<file path="config.mk">
export PLATFORM = sky130hd
export DESIGN_NAME = external_irq_filter_edge
export DESIGN_NICKNAME = d
export VERILOG_FILES = /design/src/rtl/ext_irq_pkg.sv /design/src/rtl/noise_filter.sv /design/src/rtl/external_irq_filter_edge.sv
export SDC_FILE = /design/constraint.sdc
export NUM_CORES = 1
export LEC_CHECK = 0
export BUFFER_PORTS_ARGS = -buffer_cell sky130_fd_sc_hd__buf_2
export CORE_AREA = 2 2 160 115
export CTS_BUF_LIST = sky130_fd_sc_hd__clkbuf_16
export DETAILED_ROUTE_END_ITERATION = 10
export DIE_AREA = 0 0 162 117
export PLACE_DENSITY = 0.83
export SYNTH_ARGS = -nofsm -noshare
export SYNTH_HDL_FRONTEND = slang
export SYNTH_HIERARCHICAL = 1
export SYNTH_SLANG_ARGS = --single-unit
</file>
<file path="constraint.sdc">
create_clock -name clock -period 3.3 [get_ports clock]
set_input_delay 0.66 -clock clock [delete_from_list [all_inputs] [get_ports clock]]
set_output_delay 0.66 -clock clock [all_outputs]
set_load 0.005 [all_outputs]
</file>
<file path="src/rtl/ext_irq_pkg.sv">
// Package of constants and types for the external interrupt conditioning block
`default_nettype none
package ext_irq_pkg;
   // ----------------------------------------
   // Sizes
   // ----------------------------------------
   localparam int LINE_COUNT = 6;
   localparam int CNT_W = 8;

   // ----------------------------------------
   // Register map (index times four gives the byte address)
   // ----------------------------------------
   localparam logic [7:0] CONTROL_INDEX = 8'h37;
   localparam logic [7:0] STATUS_INDEX = 8'h38;
   localparam logic [9:0] CONTROL_ADDR = {CONTROL_INDEX, 2'b00};
   localparam logic [9:0] STATUS_ADDR = {STATUS_INDEX, 2'b00};
   localparam logic [7:0] CONTROL_RESET = 8'h00;
   localparam logic [7:0] CONTROL_WRITE_MASK = 8'hfe;

   // Field positions inside the control byte
   localparam int FILTER_SELECT_BIT = 7;
   localparam int PIN_SELECT_BIT = 6;
   localparam int TRIGGER4_LSB = 4;
   localparam int EDGE3_BIT = 3;
   localparam int EDGE2_BIT = 2;
   localparam int EDGE1_BIT = 1;

   // Field positions inside the status word
   localparam int STATUS_LATCH_LSB = 0;
   localparam int STATUS_LEVEL_LSB = 8;

   // ----------------------------------------
   // Timing: reject times in periods of the high-frequency clock
   // ----------------------------------------
   localparam longint CLOCK_HZ = 200_000_000;
   localparam longint HIGH_FREQ_HZ = 200_000_000;
   localparam longint REJECT_FC_LINE05 = 2;
   localparam longint REJECT_FC_LINE1_LONG = 63;
   localparam longint REJECT_FC_LINE1_SHORT = 15;
   localparam longint REJECT_FC_LINE234 = 7;
   // Reject time in periods of the low-frequency clock
   localparam longint REJECT_FS_ALL = 1;
   // Ticks needed in slow mode: under 1/fs holds at most one tick, 3.5/fs at least three
   localparam logic [CNT_W-1:0] SLOW_TICKS = CNT_W'(REJECT_FS_ALL + 1);

   // Least times round up to whole cycles
   localparam logic [CNT_W-1:0] CYC_LINE05 =
      CNT_W'((REJECT_FC_LINE05 * CLOCK_HZ + HIGH_FREQ_HZ - 1) / HIGH_FREQ_HZ);
   localparam logic [CNT_W-1:0] CYC_LINE1_LONG =
      CNT_W'((REJECT_FC_LINE1_LONG * CLOCK_HZ + HIGH_FREQ_HZ - 1) / HIGH_FREQ_HZ);
   localparam logic [CNT_W-1:0] CYC_LINE1_SHORT =
      CNT_W'((REJECT_FC_LINE1_SHORT * CLOCK_HZ + HIGH_FREQ_HZ - 1) / HIGH_FREQ_HZ);
   localparam logic [CNT_W-1:0] CYC_LINE234 =
      CNT_W'((REJECT_FC_LINE234 * CLOCK_HZ + HIGH_FREQ_HZ - 1) / HIGH_FREQ_HZ);

   // Cycles after reset release before edges are believed
   localparam logic [1:0] SETTLE_CYCLES = 2'h3;

   // ----------------------------------------
   // Types
   // ----------------------------------------
   typedef enum logic [1:0] {
      TRIG_RISE,
      TRIG_FALL,
      TRIG_BOTH,
      TRIG_LEVEL
   } trigger_t;

   // Control byte as stored
   typedef struct packed {
      logic line1_filter_select;
      logic line0_pin_select;
      logic [1:0] line4_trigger_select;
      logic line3_edge_select;
      logic line2_edge_select;
      logic line1_edge_select;
      logic unused;
   } control_t;

   // Enable conditions from the interrupt controller
   typedef struct packed {
      logic master_irq_enable;
      logic [LINE_COUNT-1:0] individual_enable;
   } enable_t;
endpackage
`default_nettype wire

</file>
<file path="src/rtl/noise_filter.sv">
// Digital noise filter with synchroniser, sampling counter and edge outputs
`default_nettype none
module noise_filter
   import ext_irq_pkg::*;
(
   input wire logic clock,
   input wire logic srst,
   input wire logic ce,
   input wire logic pin,
   input wire logic sample_tick,
   input wire logic [ext_irq_pkg::CNT_W-1:0] threshold,
   output logic filtered,
   output logic rise,
   output logic fall,
   output logic settled
);
   import ext_irq_pkg::*;

   logic sync_a; // First stage, read only by sync_b
   logic sync_b; // Pin level safe to use
   logic [CNT_W-1:0] run_count; // Consecutive samples that disagree
   logic [1:0] settle_count; // Cycles since reset release
   logic [CNT_W-1:0] next_count;

   // ----------------------------------------
   // Synchroniser
   // ----------------------------------------
   always_ff @(posedge clock) begin
      if (srst) begin
         sync_a <= 1'b0;
         sync_b <= 1'b0;
      end else if (ce) begin
         sync_a <= pin;
         sync_b <= sync_a;
      end
   end

   // Count plus one, cut to width on purpose
   assign next_count = CNT_W'(run_count + 1'b1);

   // ----------------------------------------
   // Sampling counter: a level must persist for threshold samples
   // ----------------------------------------
   always_ff @(posedge clock) begin
      if (srst) begin
         filtered <= 1'b0;
         run_count <= '0;
         rise <= 1'b0;
         fall <= 1'b0;
      end else if (ce) begin
         rise <= 1'b0;
         fall <= 1'b0;
         if (!settled) begin
            // Take the pin level as it is, so a line held high is no edge
            filtered <= sync_b;
            run_count <= '0;
         end else if (sync_b == filtered) begin
            // Agreement wipes any partial pulse
            run_count <= '0;
         end else if (sample_tick) begin
            if (next_count >= threshold) begin
               // Pulse long enough: accept and flag the edge
               filtered <= sync_b;
               run_count <= '0;
               rise <= sync_b;
               fall <= !sync_b;
            end else begin
               run_count <= next_count;
            end
         end
         // A threshold lowered mid-pulse takes hold on the next sample
         if (!settled || sample_tick) begin
            if (run_count > threshold) begin
               run_count <= '0;
            end
         end
      end
   end

   // ----------------------------------------
   // Settle counter after reset
   // ----------------------------------------
   always_ff @(posedge clock) begin
      if (srst) begin
         settle_count <= '0;
         settled <= 1'b0;
      end else if (ce) begin
         if (settle_count != SETTLE_CYCLES) begin
            settle_count <= settle_count + 2'h1;
         end else begin
            settled <= 1'b1;
         end
      end
   end
endmodule
`default_nettype wire

</file>
<file path="src/rtl/external_irq_filter_edge.sv">
// Top of the external interrupt conditioning block with its register slave
// --------------------
// Overview
// --------------------
// Each pin crosses into our domain through two
// flip-flops inside its filter. A counter then
// demands that a new level persists for a set
// number of samples before the clean level moves.
// Detection acts on the clean level only.
// Fast mode samples every cycle; slow mode samples
// on low-frequency clock rises, shared by all lines.
//
// --------------------
// Latency
// --------------------
// Pin edge to latch: two synchroniser cycles, the
// sample count, one latch cycle; the edge flag
// comes with the accept.
// Accept follows the latch one cycle later.
// In slow mode the count is in slow ticks, so the
// delay grows with that clock's period.
// A pin that agrees again restarts the count.
//
// --------------------
// Line 1 reject time
// --------------------
// The limit follows the control bit at once. A
// count already past a lowered limit is accepted
// at its next sample, and flags its edge then.
//
// --------------------
// Level trigger on line 4
// --------------------
// Arms only after a clean rise since reset, so a
// line held high through reset raises nothing.
// Once armed it stays armed until reset, and the
// latch re-sets every cycle the line is high.
//
// --------------------
// Shared pin
// --------------------
// With pin select clear the line 0 latch never
// sets. The filter still runs, so the level shows
// in the status word for port use.
//
// --------------------
// Register bus
// --------------------
// Every access waits one cycle: waitrequest drops
// the cycle after a request, rises as it is taken.
// Read data loads while waiting and holds until
// the next read.
//
// --------------------
// Limitations
// --------------------
// Nothing stops glitches while software rewrites
// control or switches clocks; it masks first.
// Enables gate accepts only; latches set anyway.
// Clock enable low freezes all, the bus included.
// Divider clock select is not modelled.
// Control bit 0 is never stored and reads zero.
// Pin edges in the first cycles after reset are lost.
`default_nettype none
module external_irq_filter_edge
   import ext_irq_pkg::*;
(
   input wire logic clock,
   input wire logic srst,
   input wire logic ce,
   // Avalon-MM slave
   input wire logic [9:0] address,
   input wire logic read,
   input wire logic write,
   input wire logic [3:0] byteenable,
   input wire logic [31:0] writedata,
   output logic [31:0] readdata,
   output logic waitrequest,
   // Pins and clocks from outside
   input wire logic [ext_irq_pkg::LINE_COUNT-1:0] ext_irq_line,
   input wire logic low_freq_clock,
   // Operating mode and enables from the rest of the chip
   input wire logic slow_mode,
   input wire ext_irq_pkg::enable_t enables,
   input wire logic [ext_irq_pkg::LINE_COUNT-1:0] latch_clear,
   // Results
   output logic [ext_irq_pkg::LINE_COUNT-1:0] request_latch,
   output logic [ext_irq_pkg::LINE_COUNT-1:0] irq_accept,
   output logic shared_pin_is_irq
);
   import ext_irq_pkg::*;

   control_t control; // Software-visible control byte
   logic fs_sync_a; // First stage, read only by fs_sync_b
   logic fs_sync_b; // Low-frequency clock in our domain
   logic fs_prev; // Previous level for edge detection
   logic fs_tick; // One cycle per low-frequency rising edge
   logic sample_tick; // Sampling strobe for all filters
   logic [LINE_COUNT-1:0] filtered; // Clean line levels
   logic [LINE_COUNT-1:0] rise; // Accepted rising edges
   logic [LINE_COUNT-1:0] fall; // Accepted falling edges
   logic [LINE_COUNT-1:0] settled; // Filters past their start-up phase
   logic [LINE_COUNT-1:0] set_pulse; // Latch set requests this cycle
   logic [CNT_W-1:0] threshold [LINE_COUNT]; // Per-line sample count
   trigger_t trigger [LINE_COUNT]; // Per-line detection mode
   logic level_armed; // Line 4 saw a rising edge since reset
   logic bus_take; // Request taken at this edge
   logic [31:0] next_readdata;

   // ----------------------------------------
   // Low-frequency clock crossing and tick
   // ----------------------------------------
   // Sampled as a level; its rising edges become single-cycle ticks
   always_ff @(posedge clock) begin
      if (srst) begin
         fs_sync_a <= 1'b0;
         fs_sync_b <= 1'b0;
         fs_prev <= 1'b0;
      end else if (ce) begin
         fs_sync_a <= low_freq_clock;
         fs_sync_b <= fs_sync_a;
         fs_prev <= fs_sync_b;
      end
   end

   assign fs_tick = fs_sync_b && !fs_prev;
   // High-speed filters sample every cycle, slow ones on the tick
   assign sample_tick = slow_mode ? fs_tick : 1'b1;

   // ----------------------------------------
   // Per-line thresholds and trigger modes
   // ----------------------------------------
   always_comb begin
      for (int i = 0; i < LINE_COUNT; i++) begin
         threshold[i] = CYC_LINE234;
         trigger[i] = TRIG_FALL;
      end
      threshold[0] = CYC_LINE05;
      threshold[5] = CYC_LINE05;
      // Short setting accepts from 15, long from 63 cycles of pulse
      threshold[1] = control.line1_filter_select ? CYC_LINE1_SHORT : CYC_LINE1_LONG;
      trigger[1] = control.line1_edge_select ? TRIG_FALL : TRIG_RISE;
      trigger[2] = control.line2_edge_select ? TRIG_FALL : TRIG_RISE;
      trigger[3] = control.line3_edge_select ? TRIG_FALL : TRIG_RISE;
      trigger[4] = trigger_t'(control.line4_trigger_select);
      if (slow_mode) begin
         // One tick rejects, three ticks accept, whatever the line
         for (int i = 0; i < LINE_COUNT; i++) begin
            threshold[i] = SLOW_TICKS;
         end
      end
   end

   // ----------------------------------------
   // Filters and trigger detection, one per line
   // ----------------------------------------
   generate
      for (genvar g = 0; g < LINE_COUNT; g++) begin : line
         noise_filter filter (
            .clock(clock),
            .srst(srst),
            .ce(ce),
            .pin(ext_irq_line[g]),
            .sample_tick(sample_tick),
            .threshold(threshold[g]),
            .filtered(filtered[g]),
            .rise(rise[g]),
            .fall(fall[g]),
            .settled(settled[g])
         );

         // Detection on the filtered level, one set pulse per edge, one per high cycle in level mode
         always_comb begin
            unique case (trigger[g])
               TRIG_RISE: set_pulse[g] = rise[g];
               TRIG_FALL: set_pulse[g] = fall[g];
               TRIG_BOTH: set_pulse[g] = rise[g] || fall[g];
               TRIG_LEVEL: set_pulse[g] = filtered[g] && level_armed;
            endcase
         end

         // Latch: hardware set beats a clear in the same cycle
         always_ff @(posedge clock) begin
            if (srst) begin
               request_latch[g] <= 1'b0;
            end else if (ce) begin
               if (set_pulse[g] && (g != 0 || control.line0_pin_select)) begin
                  request_latch[g] <= 1'b1;
               end else if (latch_clear[g]) begin
                  request_latch[g] <= 1'b0;
               end
            end
         end

         // Acceptance gating follows the latch by one cycle
         always_ff @(posedge clock) begin
            if (srst) begin
               irq_accept[g] <= 1'b0;
            end else if (ce) begin
               irq_accept[g] <= request_latch[g] && enables.master_irq_enable
                  && enables.individual_enable[g]
                  && (g != 0 || control.line0_pin_select);
            end
         end
      end
   endgenerate

   // ----------------------------------------
   // Line 4 level arming
   // ----------------------------------------
   // A line already high at reset release shows no rise, so it stays quiet
   always_ff @(posedge clock) begin
      if (srst) begin
         level_armed <= 1'b0;
      end else if (ce) begin
         if (rise[4]) begin
            level_armed <= 1'b1;
         end
      end
   end

   // ----------------------------------------
   // Avalon-MM slave: one wait cycle for every access
   // ----------------------------------------
   assign bus_take = (read || write) && !waitrequest;

   always_ff @(posedge clock) begin
      if (srst) begin
         waitrequest <= 1'b1;
      end else if (ce) begin
         // Drop for one cycle after a request appears, then rise again
         waitrequest <= !((read || write) && waitrequest);
      end
   end

   // Read mux; unmapped addresses read zero
   always_comb begin
      next_readdata = '0;
      if (address == CONTROL_ADDR) begin
         next_readdata[7:0] = control & CONTROL_WRITE_MASK;
      end else if (address == STATUS_ADDR) begin
         next_readdata[STATUS_LATCH_LSB +: LINE_COUNT] = request_latch;
         next_readdata[STATUS_LEVEL_LSB +: LINE_COUNT] = filtered;
      end
   end

   // Read data loads while waitrequest is high and stands at the taking edge
   always_ff @(posedge clock) begin
      if (srst) begin
         readdata <= '0;
      end else if (ce) begin
         if (read && waitrequest) begin
            readdata <= next_readdata;
         end
      end
   end

   // ----------------------------------------
   // Control register
   // ----------------------------------------
   // Writes take effect at once; software is expected to mask lines first
   always_ff @(posedge clock) begin
      if (srst) begin
         control <= control_t'(CONTROL_RESET);
      end else if (ce) begin
         if (bus_take && write && byteenable[0] && address == CONTROL_ADDR) begin
            control <= control_t'(writedata[7:0] & CONTROL_WRITE_MASK);
         end
      end
   end

   // ----------------------------------------
   // Shared pin function to the port logic
   // ----------------------------------------
   always_ff @(posedge clock) begin
      if (srst) begin
         shared_pin_is_irq <= 1'b0;
      end else if (ce) begin
         shared_pin_is_irq <= control.line0_pin_select;
      end
   end
endmodule
`default_nettype wire

</file>
==> impl_metrics.env <==
export IMPL_holdPathStages=2
export IMPL_clk_latency_ns=0.42
export IMPL_end_kind="flip-flop"
export IMPL_hold_start="readdata[10]$_SDFFE_PP0P_"
export IMPL_n_fill_cell=1520
export IMPL_post_cts_setup_buffer_count=0
export IMPL_rr_worst_depth=11
export IMPL_power_leakage_nw=4.465
export IMPL_path_buf_inv=1
export IMPL_cts_made_buffers=17
export IMPL_dieArea_mm2=0.01895
export IMPL_hp_class="reg2reg"
export IMPL_dp_slack_ns=0.2202
export IMPL_criticalPathCategory="reg2reg"
export IMPL_cts_sinks=133
export IMPL_cts_tree="built"
export IMPL_grt_pass1_wl_mm=35.09
export IMPL_vias_per_cell=5.510
export IMPL_r2r_end="line[1].filter/run_count[1]$_SDFFE_PP0P_"
export IMPL_mostFrequentLayoutCells="dfxtp_1, ha_1, inv_1"
export IMPL_clk_pin_slew_ns=0.06
export IMPL_crit_path_max_incr_delay_ns=0.57
export IMPL_io_pins=118
export IMPL_hold_buffers=0
export IMPL_drt_wl_total_mm=21.55
export IMPL_clock_skew_final_ns=0.005901
export IMPL_worstHoldEndpoint="readdata[10]$_SDFFE_PP0P_"
export IMPL_rsz0062_at_grt="false"
export IMPL_final_min_clock_period_ns=3.031
export IMPL_ff2ff_setup_slack_ns=0.27
export IMPL_clk_path_buf_depth=2
export IMPL_grt_use_total_pct=23.10
export IMPL_final_common_cell="dfxtp_1"
export IMPL_relSlewSlack_pct=37.30
export IMPL_syn_area_mm2=0.008970
export IMPL_avgRoutedWirePerCell_um=15.27
export IMPL_antenna_cells=0
export IMPL_vias=7775
export IMPL_critical_path_arrival_ns=3.37
export IMPL_critPathTopFamily="simple AND/OR/NAND/NOR gates"
export IMPL_peakVddDrop_mv=0.2968
export IMPL_synth_area_per_cell_um2=8.502
export IMPL_power_density_mw_per_mm2=391.9
export IMPL_die_y_um=117
export IMPL_drtIter0Drc=691
export IMPL_antenna_found_initial=0
export IMPL_route_detailed_drc=0
export IMPL_required_ns=3.64
export IMPL_hpwlAfterDp_mm=15.65
export IMPL_fin_ws_ns=0.2695
export IMPL_rows=41
export IMPL_grt_pass1_vias=7292
export IMPL_critPathMostFrequentCell="ha_1"
export IMPL_yosysWarnings=6
export IMPL_post_route_period_util_pct=91.83
export IMPL_crit_path_top_delay_cell="or4_1"
export IMPL_maxCapViolations=0
export IMPL_path_cells="ha_1, nand2_1, nor2_1, xnor2_1, inv_1, ha_1, a21oi_1, o21ai_1, or4b_1, or4_1, o2bb2ai_1"
export IMPL_crit_cells=11
export IMPL_initial_core_util_pct=51.13
export IMPL_path_max_fanout=6
export IMPL_worst_pin_slew_ns=0.9354
export IMPL_routabilityCongestion=0.9225
export IMPL_layout_nets=1342
export IMPL_fin_setup_tns_ns=0
export IMPL_core_mm2=0.01754
export IMPL_drive_gt1_share_pct=13.87
export IMPL_worstReg2RegStart="line[1].filter/run_count[0]$_SDFFE_PP0P_"
export IMPL_slew_viol_final=0
export IMPL_firstDrtPassIters=5
export IMPL_final_hold_viol_count=0
export IMPL_grt_start_max_net_pins=54
export IMPL_cts_resized_gates=0
export IMPL_synth_cells=1055
export IMPL_fmaxAchievable_ghz=0.3300
export IMPL_start_kind="flip-flop"
export IMPL_ctsRootBufferMaster="clkbuf_16"
export IMPL_setup_viol_count_final=0
export IMPL_io_buffers=71
export IMPL_cts_htree_levels=4
export IMPL_syn_to_final_growth_pct=15.29
export IMPL_outcome="finished clean"
export IMPL_gr_total_overflow=0
export IMPL_antenna_left=0
export IMPL_die_w_um=162
-- registers in the layout, indices dropped and copies added, names as in the netlist --
signal                    flops
level_armed                   1
line.filter/filtered          6
line.filter/sync_b            6
line.filter/run_count        48
shared_pin_is_irq             1
line.filter/rise              4
fs_sync_a                     1
line.filter/sync_a            6
irq_accept                    6
line.filter/settle_count     12
request_latch                 6
control                       7
fs_sync_b                     1
line.filter/settled           6
line.filter/fall              6
fs_prev                       1
readdata                     14
waitrequest                   1
-- metal layers --
layer,global-route usage [%],routed length [um],vias up
met1,31.28,10200,3656
li1,-,-,3880
met5,0,0,-
met4,7.847,408,0
met3,4.968,1145,33
met2,36.99,9792,206
-- metrics by stage --
step           total power [mW]  instance area (um^2)  cells  hold slack, ns  utilization (%)
5_1_grt                   4.194                 10340   1411          0.4736            58.94
3_5_place_dp              2.046                  9712   1379          0.4461            55.36
2_1_floorplan             1.945                  9176   1110          0.4374                -
3_3_place_gp              2.031                  9712   1379          0.4371            55.36
6_report                  4.052                 10340   1411          0.4511            58.94
4_1_cts                   4.070                 10340   1411          0.4539            58.94
-- area by class of cell --
cell class | count | area [um^2] | area share (%)
Inverter | 105 | 394.1 | 3.811
Clock inverter | 15 | 203.9 | 1.972
Timing Repair Buffer | 98 | 563.0 | 5.445
Sequential cell | 133 | 2663 | 25.75
Clock buffer | 17 | 425.4 | 4.114
Multi-Input combinational cell | 807 | 5797 | 56.06
Tap cell | 236 | 295.3 | 2.855
-- worst max-delay path by stage --
| stage | from | endpoint | slack, ns |
|---|---|---|---|
| 6_report | line[1].filter/run_count[0]$_SDFFE_PP0P_ | line[1].filter/run_count[1]$_SDFFE_PP0P_ | 0.27 |
| 5_1_grt | line[3].filter/run_count[3]$_SDFFE_PP0P_ | line[3].filter/run_count[5]$_SDFFE_PP0P_ | 0.05 |
| 4_1_cts | line[3].filter/run_count[0]$_SDFFE_PP0P_ | line[3].filter/run_count[5]$_SDFFE_PP0P_ | 0.29 |
| 3_5_place_dp | slow_mode | line[3].filter/run_count[5]$_SDFFE_PP0P_ | 0.22 |
| 3_3_place_gp | slow_mode | line[3].filter/run_count[5]$_SDFFE_PP0P_ | 0.29 |
| 2_1_floorplan | line[1].filter/run_count[2]$_SDFFE_PP0P_ | line[1].filter/run_count[7]$_SDFFE_PP0P_ | 0.59 |
-- power breakdown --
| group | internal (mW) | switching, mW |
|---|---|---|
| Sequential | 1.64 | 0.0246 |
| Clock | 1.27 | 0.761 |
| Combinational | 0.143 | 0.217 |
-- tightest hold or removal path, cell delays in order (launching register included) --
cell and delay (ns):
dfxtp_1 0.31, nand2_1 0.05, a21oi_1 0.05
Power figures use the tool's default switching activity.
